<file path="config.mk">
export PLATFORM = sky130hd
export DESIGN_NAME = tlc_channel_select
export DESIGN_NICKNAME = d
export VERILOG_FILES = /design/src/core/tlc_channel_select.v
export VERILOG_INCLUDE_DIRS = /design/src /design/src/shared
export SDC_FILE = /design/constraint.sdc
export NUM_CORES = 2
export LEC_CHECK = 0
export BUFFER_PORTS_ARGS = -buffer_cell sky130_fd_sc_hd__clkbuf_2
export CAP_MARGIN = 30
export CORE_ASPECT_RATIO = 0.9
export CORE_UTILIZATION = 55
export CTS_CLUSTER_DIAMETER = 50
export DETAILED_ROUTE_END_ITERATION = 8
export PLACE_DENSITY = 0.71
export SKIP_CTS_REPAIR_TIMING = 1
export SLEW_MARGIN = 20
export SYNTH_ARGS = -nofsm -noshare
export SYNTH_HDL_FRONTEND = slang
export SYNTH_SLANG_ARGS = --single-unit
</file>
<file path="constraint.sdc">
create_clock -name i_clk_sys -period 17.45 [get_ports i_clk_sys]
set_input_delay 3.49 -clock i_clk_sys [delete_from_list [all_inputs] [get_ports i_clk_sys]]
set_output_delay 3.49 -clock i_clk_sys [all_outputs]
set_load 0.05 [all_outputs]
</file>
<file path="src/shared/tlc_regs.vh">
// Operation
// The upper and lower channel words together form one unsigned 32-bit channel number.
// The lower word gives bits 15:0 and the upper word bits 31:16 of the channel.
// The upper channel word resets to zero and is kept together with the lower word.
// Writing only the lower word selects a 16-bit channel correctly; the code uses the staged upper word, so only while it is zero.
// Target frequency is (channel-1) times grid spacing plus first frequency plus fine tune.
// Only a lower-word write starts tuning; an upper-word write never does.
// The host writes the upper word first and the lower word second.
// A new upper word stays staged and reads return the old value until a lower write commits it.
// An upper write answers OK with its data; an accepted lower write answers pending with an ID.
// A failed access answers execution error with zero data and an error code.
// A tuning failure sets the error latch bit in the fatal and warning status registers.
// A tuning failure raises service request when the trigger mask enables the latch bit.
// Channel zero or beyond the supported range is refused with an error, channel unchanged.
// The host polls the pending bit until it clears and then reads status.
`ifndef TLC_REGS_VH
`define TLC_REGS_VH

// Register offsets
`define TLC_OFS_NOP       8'h00
`define TLC_OFS_FATAL     8'h20
`define TLC_OFS_WARN      8'h21
`define TLC_OFS_SRQT      8'h28
`define TLC_OFS_CH_LO     8'h30
`define TLC_OFS_GRID      8'h34
`define TLC_OFS_FIRST_FREQ_THZ_PART      8'h35
`define TLC_OFS_FIRST_FREQ_GHZ_PART      8'h36
`define TLC_OFS_FTF       8'h62
`define TLC_OFS_CH_HI     8'h65
`define TLC_OFS_FINE_GRID_SPACING     8'h66
`define TLC_OFS_FIRST_FREQ_MHZ_PART      8'h67
`define TLC_OFS_IRQ_STAT  8'h70
`define TLC_OFS_IRQ_MASK  8'h71

// Reset values
`define TLC_RST_CH_HI     16'h0000
`define TLC_RST_SRQT      16'h0080
`define TLC_RST_ZERO      16'h0000

// Field positions
`define TLC_XEL_BIT       7
`define TLC_PEND_BIT      8
`define TLC_IRQ_DONE      0
`define TLC_IRQ_FAIL      1
`define TLC_IRQ_CMDERR    2

// Response status codes
`define TLC_ST_OK         2'h0
`define TLC_ST_XE         2'h1
`define TLC_ST_CP         2'h3

// Error condition codes
`define TLC_ER_OK         4'h0
`define TLC_ER_RNW        4'h1
`define TLC_ER_RVE        4'h2
`define TLC_ER_CIP        4'h3
`define TLC_ER_CII        4'h4
`define TLC_ER_EXF        4'h5
`define TLC_ER_VSE        4'h6

// Pending identifier returned by an accepted lower write
`define TLC_PEND_ID       16'h0100

// Frequency scale factors to MHz
`define TLC_MHZ_PER_THZ   64'd1000000
`define TLC_MHZ_PER_DGHZ  64'd100

`endif

</file>
<file path="src/core/tlc_channel_select.v">
// Local design decision: the plain strobed port.
`timescale 1ns/10ps
`include "tlc_regs.vh"

module tlc_channel_select #(
   parameter [31:0] CH_MAX      = 32'h0000FFFF,
   parameter [15:0] CH_LO_RESET = 16'h0001
) (
   input  wire        i_clk_sys,        // System clock, 250 MHz
   input  wire        i_rst_b,          // Async reset, active low
   input  wire [7:0]  i_addr,           // Register number
   input  wire [15:0] i_wdata,          // Write data
   input  wire        i_wr,             // Write strobe
   input  wire        i_rd,             // Read strobe
   output reg  [15:0] o_rdata,          // Response data
   output reg         o_resp_valid,     // Response strobe
   output reg  [1:0]  o_resp_status,    // Response status field
   output reg  [3:0]  o_resp_err,       // Error condition field
   output reg         o_tune_start,     // Start tuning pulse
   output reg  [63:0] o_tune_freq_mhz,  // Target frequency, MHz
   output reg  [31:0] o_channel,        // Committed channel
   input  wire        i_tune_done,      // Tuning finished ok
   input  wire        i_tune_fail,      // Tuning failed
   output reg         o_srq,            // Service request level
   output reg         o_irq             // Interrupt level
);

   ////////////////////////////////////////////////////////////////////
   // Sign extension helper
   function [63:0] tlc_sx16;
      input [15:0] v;
      begin
         tlc_sx16 = {{48{v[15]}}, v};
      end
   endfunction

   // Zero extension helper
   function [63:0] tlc_zx16;
      input [15:0] v;
      begin
         tlc_zx16 = {48'h0, v};
      end
   endfunction

   ////////////////////////////////////////////////////////////////////
   // Storage
   reg [15:0] ch_lo;
   reg [15:0] ch_hi;
   reg [15:0] ch_hi_new;
   reg [15:0] grid;
   reg [15:0] fine_grid_spacing;
   reg [15:0] first_freq_thz_part;
   reg [15:0] first_freq_ghz_part;
   reg [15:0] first_freq_mhz_part;
   reg [15:0] fine_tune_frequency;
   reg [15:0] fatal_status_reg;
   reg [15:0] warning_status_reg;
   reg [15:0] srq_trig;
   reg [2:0]  irq_stat;
   reg [2:0]  irq_mask;
   reg        pending;
   reg [3:0]  last_err;

   ////////////////////////////////////////////////////////////////////
   // Requested channel and its frequency
   wire [31:0] req_ch = {ch_hi_new, i_wdata};
   wire        ch_bad = (req_ch == 32'h0) || (req_ch > CH_MAX);
   wire [63:0] ch_m1  = {32'h0, req_ch} - 64'd1;

   // Grid spacing in MHz: coarse in 100 MHz, fine in 1 MHz
   wire [63:0] grid_mhz = tlc_sx16(grid) * `TLC_MHZ_PER_DGHZ
                        + tlc_sx16(fine_grid_spacing);

   // First channel frequency in MHz
   wire [63:0] fcf_mhz = tlc_zx16(first_freq_thz_part) * `TLC_MHZ_PER_THZ
                       + tlc_zx16(first_freq_ghz_part) * `TLC_MHZ_PER_DGHZ
                       + tlc_zx16(first_freq_mhz_part);

   // Two's complement product keeps negative grids correct
   wire [63:0] freq_mhz = ch_m1 * grid_mhz + fcf_mhz
                        + tlc_sx16(fine_tune_frequency);

   ////////////////////////////////////////////////////////////////////
   // Decoded events
   wire wr_lo   = i_wr && (i_addr == `TLC_OFS_CH_LO);
   wire wr_hi   = i_wr && (i_addr == `TLC_OFS_CH_HI);
   wire lo_busy = wr_lo && pending;
   wire lo_rng  = wr_lo && !pending && ch_bad;
   wire lo_ok   = wr_lo && !pending && !ch_bad;
   wire rd_stat = i_rd && (i_addr == `TLC_OFS_IRQ_STAT);
   wire fail_ev = pending && i_tune_fail;
   wire done_ev = pending && i_tune_done && !i_tune_fail;

   ////////////////////////////////////////////////////////////////////
   // Response formation
   reg [15:0] next_rdata;
   reg [1:0]  next_status;
   reg [3:0]  next_err;
   reg        next_valid;

   // Reads return current committed values only
   always @* begin
      next_rdata  = 16'h0000;
      next_status = `TLC_ST_OK;
      next_err    = `TLC_ER_OK;
      next_valid  = i_wr || i_rd;
      if (i_rd) begin
         case (i_addr)
            `TLC_OFS_NOP: begin
               next_rdata = {7'h0, pending, 4'h0, last_err};
            end
            `TLC_OFS_FATAL:    next_rdata = fatal_status_reg;
            `TLC_OFS_WARN:     next_rdata = warning_status_reg;
            `TLC_OFS_SRQT:     next_rdata = srq_trig;
            `TLC_OFS_CH_LO:    next_rdata = ch_lo;
            `TLC_OFS_CH_HI:    next_rdata = ch_hi;
            `TLC_OFS_GRID:     next_rdata = grid;
            `TLC_OFS_FINE_GRID_SPACING:    next_rdata = fine_grid_spacing;
            `TLC_OFS_FIRST_FREQ_THZ_PART:     next_rdata = first_freq_thz_part;
            `TLC_OFS_FIRST_FREQ_GHZ_PART:     next_rdata = first_freq_ghz_part;
            `TLC_OFS_FIRST_FREQ_MHZ_PART:     next_rdata = first_freq_mhz_part;
            `TLC_OFS_FTF:      next_rdata = fine_tune_frequency;
            `TLC_OFS_IRQ_STAT: next_rdata = {13'h0, irq_stat};
            `TLC_OFS_IRQ_MASK: next_rdata = {13'h0, irq_mask};
            default: begin
               next_status = `TLC_ST_XE;
               next_err    = `TLC_ER_CII;
            end
         endcase
      end else if (i_wr) begin
         case (i_addr)
            `TLC_OFS_CH_LO: begin
               if (lo_busy) begin
                  next_status = `TLC_ST_XE;
                  next_err    = `TLC_ER_CIP;
               end else if (lo_rng) begin
                  next_status = `TLC_ST_XE;
                  next_err    = `TLC_ER_RVE;
               end else begin
                  next_status = `TLC_ST_CP;
                  next_rdata  = `TLC_PEND_ID;
               end
            end
            `TLC_OFS_NOP,
            `TLC_OFS_IRQ_STAT: begin
               next_status = `TLC_ST_XE;
               next_err    = `TLC_ER_RNW;
            end
            `TLC_OFS_FATAL, `TLC_OFS_WARN, `TLC_OFS_SRQT,
            `TLC_OFS_CH_HI, `TLC_OFS_GRID, `TLC_OFS_FINE_GRID_SPACING,
            `TLC_OFS_FIRST_FREQ_THZ_PART, `TLC_OFS_FIRST_FREQ_GHZ_PART, `TLC_OFS_FIRST_FREQ_MHZ_PART,
            `TLC_OFS_FTF, `TLC_OFS_IRQ_MASK: begin
               next_rdata = i_wdata;
            end
            default: begin
               next_status = `TLC_ST_XE;
               next_err    = `TLC_ER_CII;
            end
         endcase
      end
   end

   // Response registers, one cycle after the strobe
   always @(posedge i_clk_sys or negedge i_rst_b) begin
      if (!i_rst_b) begin
         o_rdata       <= 16'h0000;
         o_resp_valid  <= 1'b0;
         o_resp_status <= `TLC_ST_OK;
         o_resp_err    <= `TLC_ER_OK;
      end else begin
         o_rdata       <= next_rdata;
         o_resp_valid  <= next_valid;
         o_resp_status <= next_status;
         o_resp_err    <= next_err;
      end
   end

   ////////////////////////////////////////////////////////////////////
   // Channel pair, staging and tune launch
   always @(posedge i_clk_sys or negedge i_rst_b) begin
      if (!i_rst_b) begin
         ch_lo           <= CH_LO_RESET;
         ch_hi           <= `TLC_RST_CH_HI;
         ch_hi_new       <= `TLC_RST_CH_HI;
         o_tune_start    <= 1'b0;
         o_tune_freq_mhz <= 64'h0;
         o_channel       <= 32'h0;
         pending         <= 1'b0;
      end else begin
         o_tune_start <= lo_ok;
         o_channel    <= {ch_hi, ch_lo};
         // Staged only; reads keep the old upper word
         if (wr_hi) begin
            ch_hi_new <= i_wdata;
         end
         // Upper word sent first is committed here
         if (lo_ok) begin
            ch_lo           <= i_wdata;
            ch_hi           <= ch_hi_new;
            o_tune_freq_mhz <= freq_mhz;
         end
         // New operation wins over a finish in the same cycle
         if (lo_ok) begin
            pending <= 1'b1;
         end else if (done_ev || fail_ev) begin
            pending <= 1'b0;
         end
      end
   end

   ////////////////////////////////////////////////////////////////////
   // Grid, frequency and fine-tune settings
   always @(posedge i_clk_sys or negedge i_rst_b) begin
      if (!i_rst_b) begin
         grid  <= `TLC_RST_ZERO;
         fine_grid_spacing <= `TLC_RST_ZERO;
         first_freq_thz_part  <= `TLC_RST_ZERO;
         first_freq_ghz_part  <= `TLC_RST_ZERO;
         first_freq_mhz_part  <= `TLC_RST_ZERO;
         fine_tune_frequency   <= `TLC_RST_ZERO;
      end else if (i_wr) begin
         case (i_addr)
            `TLC_OFS_GRID:  grid  <= i_wdata;
            `TLC_OFS_FINE_GRID_SPACING: fine_grid_spacing <= i_wdata;
            `TLC_OFS_FIRST_FREQ_THZ_PART:  first_freq_thz_part  <= i_wdata;
            `TLC_OFS_FIRST_FREQ_GHZ_PART:  first_freq_ghz_part  <= i_wdata;
            `TLC_OFS_FIRST_FREQ_MHZ_PART:  first_freq_mhz_part  <= i_wdata;
            `TLC_OFS_FTF:   fine_tune_frequency   <= i_wdata;
            default: begin
               grid <= grid;
            end
         endcase
      end
   end

   ////////////////////////////////////////////////////////////////////
   // Status latches: write one to clear, a new failure wins
   always @(posedge i_clk_sys or negedge i_rst_b) begin
      if (!i_rst_b) begin
         fatal_status_reg   <= `TLC_RST_ZERO;
         warning_status_reg <= `TLC_RST_ZERO;
         srq_trig           <= `TLC_RST_SRQT;
         last_err           <= `TLC_ER_OK;
      end else begin
         if (i_wr && i_addr == `TLC_OFS_FATAL) begin
            fatal_status_reg <= fatal_status_reg & ~i_wdata;
         end
         if (i_wr && i_addr == `TLC_OFS_WARN) begin
            warning_status_reg <= warning_status_reg & ~i_wdata;
         end
         if (fail_ev) begin
            fatal_status_reg[`TLC_XEL_BIT]   <= 1'b1;
            warning_status_reg[`TLC_XEL_BIT] <= 1'b1;
         end
         if (i_wr && i_addr == `TLC_OFS_SRQT) begin
            srq_trig <= i_wdata;
         end
         // Last outcome visible in the no-operation register
         if (fail_ev) begin
            last_err <= `TLC_ER_EXF;
         end else if (next_valid && next_err != `TLC_ER_OK) begin
            last_err <= next_err;
         end else if (lo_ok) begin
            last_err <= `TLC_ER_OK;
         end
      end
   end

   ////////////////////////////////////////////////////////////////////
   // Service request: level while an enabled latch is set
   always @(posedge i_clk_sys or negedge i_rst_b) begin
      if (!i_rst_b) begin
         o_srq <= 1'b0;
      end else begin
         o_srq <= |((fatal_status_reg | warning_status_reg)
                    & srq_trig);
      end
   end

   ////////////////////////////////////////////////////////////////////
   // Interrupts: sticky, cleared by reading, set beats clear
   always @(posedge i_clk_sys or negedge i_rst_b) begin
      if (!i_rst_b) begin
         irq_stat <= 3'h0;
         irq_mask <= 3'h0;
         o_irq    <= 1'b0;
      end else begin
         irq_stat <= (rd_stat ? 3'h0 : irq_stat)
                   | {(next_valid && next_status == `TLC_ST_XE),
                      fail_ev, done_ev};
         if (i_wr && i_addr == `TLC_OFS_IRQ_MASK) begin
            irq_mask <= i_wdata[2:0];
         end
         // One cycle behind the status bits to stay a flop output
         o_irq <= |(irq_stat & irq_mask);
      end
   end

endmodule

</file>
=== Yosys cells after proc, flatten, opt, wreduce, memory -nomap -nowiden ===
Index checks and enable logic that the tools add are counted.

* $lt $le $gt $ge: 1
* Mux-type cells: 28
* Reductions and logical operators: 40
* Add/sub/neg operators: 6
* Bitwise operators: 7
* $mul: 4
* Shift operators: 0
* Divide/modulo/power cells: 0
* Eq/ne operators: 14

{| class="wikitable"
|+ Operator list
! cell !! number
|-
| $pmux 16 s14 || 1
|-
| $add 64x64->64 || 2
|-
| $add 64x38->64 || 1
|-
| $mul 33x64->64 || 1
|-
| $mul 64x5->62 const B || 1
|-
| $eq 8x6->1 const B || 7
|-
| $and 16x16->16 || 3
|-
| $eq 8x7->1 const B || 6
|-
| $add 37x16->38 || 1
|-
| $add 36x23->37 || 1
|-
| $sub 32x1->33 const B || 1
|-
| $gt 32x16->1 const B || 1
|-
| $logic_not 32->1 || 1
|-
| $mux 16 || 2
|-
| $pmux 16 s2 || 1
|-
| $mul 16x14->30 const B || 1
|-
| $mul 16x5->21 const B || 1
|-
| $mux 9 || 2
|-
| $logic_and 1x1->1 || 16
|-
| $mux 4 || 4
|-
| $mux 8 || 2
|-
| $not 16->16 || 1
|-
| $or 16x16->16 || 1
|-
| $reduce_or 16->1 || 1
|-
| other kinds (19) || 41
|}

* Bits in read-only memories: 0
* Memories kept: 0
* Memory bits (writable): 0
* Output and inout port bits: 122
* Latch bits: 0
* Bits of input ports: 30
* Register bits after elaboration: 325

=== Logic depth before layout (Yosys ltp) ===
* Depth after elaboration: 13
* Mapped depth: 70
* Mapped depth without buffers: 68

=== Worst setup path after synthesis ===
OpenSTA, ideal clock, no wires.

* Path kind: flip-flop to flip-flop
* Start point: register grid[2]
* End point: register o_tune_freq_mhz[63]
* Arrival: 14779 ps
* Period minus slack after synthesis: 14907 ps
* Path buffers: 1
* Stages on the path, launching flop included: 62
* Data required time: 17322 ps
* Path slack: 2543 ps
* Cells stage by stage: dfrtp_1 -> ha_1 -> ha_1 -> fa_1 -> ha_1 -> nor2b_1 -> o21ai_0 -> a21boi_0 -> o21ai_0 -> a21boi_0 -> o21ai_0 -> a21boi_0 -> o21ai_0 -> nand2_1 -> and2_1 -> o21ai_0 -> nand2_1 -> a21oi_1 -> [... 26 more ...] -> inv_1 -> ha_1 -> a21o_1 -> a21oi_1 -> nand2_1 -> a2111o_1 -> a311oi_1 -> nor4_1 -> nor2_1 -> o31ai_1 -> a21oi_1 -> xor2_1 -> xnor3_1 -> xnor2_1 -> xnor3_1 -> xnor3_1 -> xor3_1 -> o21ai_1

* Word-level cells in the longest chain between the ends: 5

{| class="wikitable"
|+ Ends and longest elaborated chain
! item !! RTL line !! source
|-
| start: declaration || tlc_channel_select.v:50 || <nowiki>reg [15:0] grid;</nowiki>
|-
| start signal: assignment || tlc_channel_select.v:215 || <nowiki>grid <= `TLC_RST_ZERO;</nowiki>
|-
| start signal: assignment || tlc_channel_select.v:223 || <nowiki>`TLC_OFS_GRID: grid <= i_wdata;</nowiki>
|-
| start signal: assignment || tlc_channel_select.v:230 || <nowiki>grid <= grid;</nowiki>
|-
| $mul 64x5->62 (no line) || - ||
|-
| $add 64x64->64 || tlc_channel_select.v:71 || <nowiki>wire [63:0] grid_mhz = tlc_sx16(grid) * `TLC_MHZ_PER_DGHZ</nowiki>
|-
| $mul 33x64->64 || tlc_channel_select.v:80 || <nowiki>wire [63:0] freq_mhz = ch_m1 * grid_mhz + fcf_mhz</nowiki>
|-
| $add 64x38->64 || tlc_channel_select.v:80 ||
|-
| $add 64x64->64 || tlc_channel_select.v:81 || <nowiki>+ tlc_sx16(fine_tune_frequency);</nowiki>
|-
| end signal: assignment || tlc_channel_select.v:200 || <nowiki>o_tune_freq_mhz <= freq_mhz;</nowiki>
|-
| end: declaration || tlc_channel_select.v:20 || <nowiki>output reg [63:0] o_tune_freq_mhz,</nowiki>
|}

No other way between the ends.
A chain may end at the register's enable or synchronous reset.

=== Worst setup path after layout ===
* Start point: register grid[1]
* End point: register o_tune_freq_mhz[63]

Same word-level chain as after synthesis.

==> run summary <==
CP Capture Type: flip-flop
Initial Util: 55.66%
Worst hold endpoint: o_channel[9]$_DFF_PN0_
Final Hold Viols: 0
Sw Share: 55.98%
Largest regs: o_tune_freq_mhz (64), o_channel (32)
Critical R2R Launch: grid[1]$_DFFE_PN0P_
Routed via count: 56,400
Final Max Tran Viols: 0
Wirelength per Cell: 23.81 µm
Worst path required time: 17.97 ns
CTS max path bufs: 3
IO Pins: 152
Syn_nets: 10,190
Final period utilization: 94.69%
Fmax: 60.52 MHz
WP data arrival: 17.04 ns
Hold Startpoint: ch_lo[9]$_DFFE_PN0P_
Num CTS Buffers: 48
CP most frequent cell: a21oi_1
H-tree Lvls: 2
DRC Markers: 0
Slew headroom: 27.12%
Initial antenna violation count: 5
GRT Resource Usage Total: 35.63%
Clock Power Share: 6.3%
Synth warn: 0
Tmin final: 16.52 ns
Setup TNS: 0 ns
Via-to-Cell Ratio: 5.727
Post-synthesis cell count: 8,018
Root Buffer: clkbuf_16
CP bufs+invs: 9
Reg2Reg Depth: 63
Die Area: 0.1349 mm²
Final worst setup slack: 0.9262 ns
CTS tree: built
Clock Sinks: 323
Final Core Density: 60.04%
Layout Skew: 0.06168 ns
Die height: 348.5 µm
Syn Std Cell Area: 0.07336 mm²
MaxCap Viol Count: 0
Seq/Total Area, Yosys: 11.02%
Worst Tran Pin Value: 1.090 ns
Final setup viols: 0
Largest Register: o_tune_freq_mhz
Hold Path Class: reg -> reg
# port buffers: 150
CP startpoint kind: flip-flop
Final instance area: 0.07912 mm²
Worst-path fanout max: 9
Final Power: 16.05 mW
Cell Area, Placed: 0.07733 mm²
Worst vdd ir: 575.1 µV
Number of synthesized register bits: 323
Largest net degree at the start of global routing: 94
DRT iter0 DRCs: 5,744
Worst-Skew Late Latency: 0.68 ns
Post-Place Worst Slack: 0.7007 ns
Final RePlAce weighted congestion: 0.9896
Power share of the sequential group: 5.5%
Crit path from: grid[1]$_DFFE_PN0P_
Row Count: 126
Post-synth EDFFs: 0
Vias in the first global route: 59,370
Int Pwr: 7.064 mW
Flop2flop setup slack: 0.93 ns
Number of distinct library cells after synthesis: 76
CP delay by family, top: adder cells
Final layout net count: 10,250
Cell Pwr Density: 202.8 mW/mm²
Sw Pwr: 8.983 mW
Share of cells above drive strength 1: 8.674%
DP HPWL: 189,200 µm
Hold WS: 0.4070 ns
Post-DRT Antenna Nets: 0
WL final: 234,500 µm
Most used DFF post-synth: dfrtp_1
Syn_area_per_cell: 9.150 µm²
Chip Width: 387.0 µm
Max FFs per register: 64
Dpl cells: 9,750
Stages on worst setup path: 63
CP Class: reg -> reg
CP max stage cell: xnor2_2
Status: finished clean
Drt pass-1 iters: 6
Core area: 0.1318 mm²
Area grow syn2layout: 7.852%
Clock slew seen by the registers of the worst setup and hold paths: 0.06 ns
Leak: 40.97 nW
Hold Path Depth: 0
CP peak stage delay: 0.73 ns
Gate power share: 88.3%
Finished Layout Cells: 9,849
Fraction of registers with async set/reset: 100.0%
Reg-to-Reg End: o_tune_freq_mhz[63]$_DFFE_PN0P_
First-pass GRT wire length: 359,600 µm
Total grt overflow: 0
[layout by cell type, fill, tap and decap left out, drive strengths merged, types with 15 or more instances in the layout]
cell    instances
dfrtp         321
nand2         939
or2            26
mux2          115
nand3          62
o21bai         39
a21boi         40
ha            528
fa           1609
nor2b          29
and2          107
buf           223
xor2          113
o21ai         201
nor3           34
a21o           78
or3            15
nor2          827
nand2b         97
a21oi         179
a222oi         18
nand4          25
mux2i          33
inv          1854
a22o           15
xnor2         186
a221oi         16
clkbuf        210
[worst register-to-register path, delay by kind of cell (launching register included)]
kind / cells / cell delay [ns]
fa+ha+maj: 15 / 6.31
compound gates: 27 / 5.81
xor+xnor: 7 / 2.42
buf+inv: 9 / 0.82
simple gates: 5 / 0.52
flops: 1 / 0.47
[cells by family (layout without fill, tap and decap cells)]
group / after synthesis / in the layout / share of synthesized area [%]
xor gates and xnor gates: 309 / 309 / 3.890
DFF: 323 / 323 / 11.02
muxes: 148 / 148 / 2.215
and+or+nand+nor: 2208 / 2208 / 12.71
AOI/OAI and AO/OA: 691 / 691 / 5.976
buffers and inverters: 2201 / 2299 / 11.27
adders and majority gates: 2137 / 2137 / 52.91
other: 1 / 6 / 0.005111
[final cells by class]
| class | instances | area (µm²) |
|---|---|---|
| flip-flops and latches | 323 | 8087 |
| fillers | 11200 | 52670 |
| well taps | 1728 | 2162 |
| inverters | 1840 | 6907 |
| multi-input cells | 5494 | 57830 |
| diodes | 5 | 12.51 |
| clock inverters | 26 | 309.0 |
| repair buffers | 374 | 2501 |
| clock buffers | 59 | 1313 |
[power by group through the flow]
stage          clock (mW)  combinational, mW  sequential (mW)
6_report             1.01               14.2            0.876
5_1_grt              1.05               15.9            0.884
4_1_cts              1.02               14.1            0.876
3_5_place_dp            0               14.1            0.888
3_3_place_gp            0               13.8            0.887
2_1_floorplan           0               10.0             1.04
[worst max path at each step]
stage	end	slack (ns)
2_1_floorplan	o_tune_freq_mhz[63]$_DFFE_PN0P_	2.54
3_3_place_gp	o_tune_freq_mhz[63]$_DFFE_PN0P_	0.89
3_5_place_dp	o_tune_freq_mhz[63]$_DFFE_PN0P_	0.70
4_1_cts	o_tune_freq_mhz[63]$_DFFE_PN0P_	0.62
5_1_grt	o_tune_freq_mhz[63]$_DFFE_PN0P_	-0.001
6_report	o_tune_freq_mhz[63]$_DFFE_PN0P_	0.93
[routing by layer]
metal  up-vias  GRT usage [%]  part of all wire [%]
met5         -              0                0.0047
met4         2          13.93                   4.4
met3       595          9.488                    12
met2      3154          53.12                    43
met1     28690          49.77                    41
li1      23960              -                     -
[synthesized netlist by cell type (all sizes together), types with 9 or more instances]
library cell,number,area (µm²)
xor2,113,989.7
ha,528,6606
a221oi,16,140.1
dfrtp,321,8033
a222oi,18,180.2
o21bai,39,292.8
mux2i,33,330.3
nor2,827,3104
mux2,115,1295
a21boi,40,300.3
nor2b,29,181.4
o31ai,9,67.56
nand2,939,3525
nand2b,97,606.8
a31oi,13,81.33
a211oi,12,90.09
nor4,10,68.81
a21oi,179,895.9
o211ai,9,67.56
buf,19,80.07
o21a,11,82.58
or3,15,93.84
clkbuf,342,1284
xnor2,186,1637
a22o,15,131.4
fa,1609,32210
a21o,78,585.6
nand3,62,310.3
nor3,34,175.2
o21ai,201,1006
inv,1839,6903
and3,13,81.33
nand4,25,156.4
and2,107,669.4
or2,26,162.7
No activity file was read; power rests on OpenSTA's default activity.
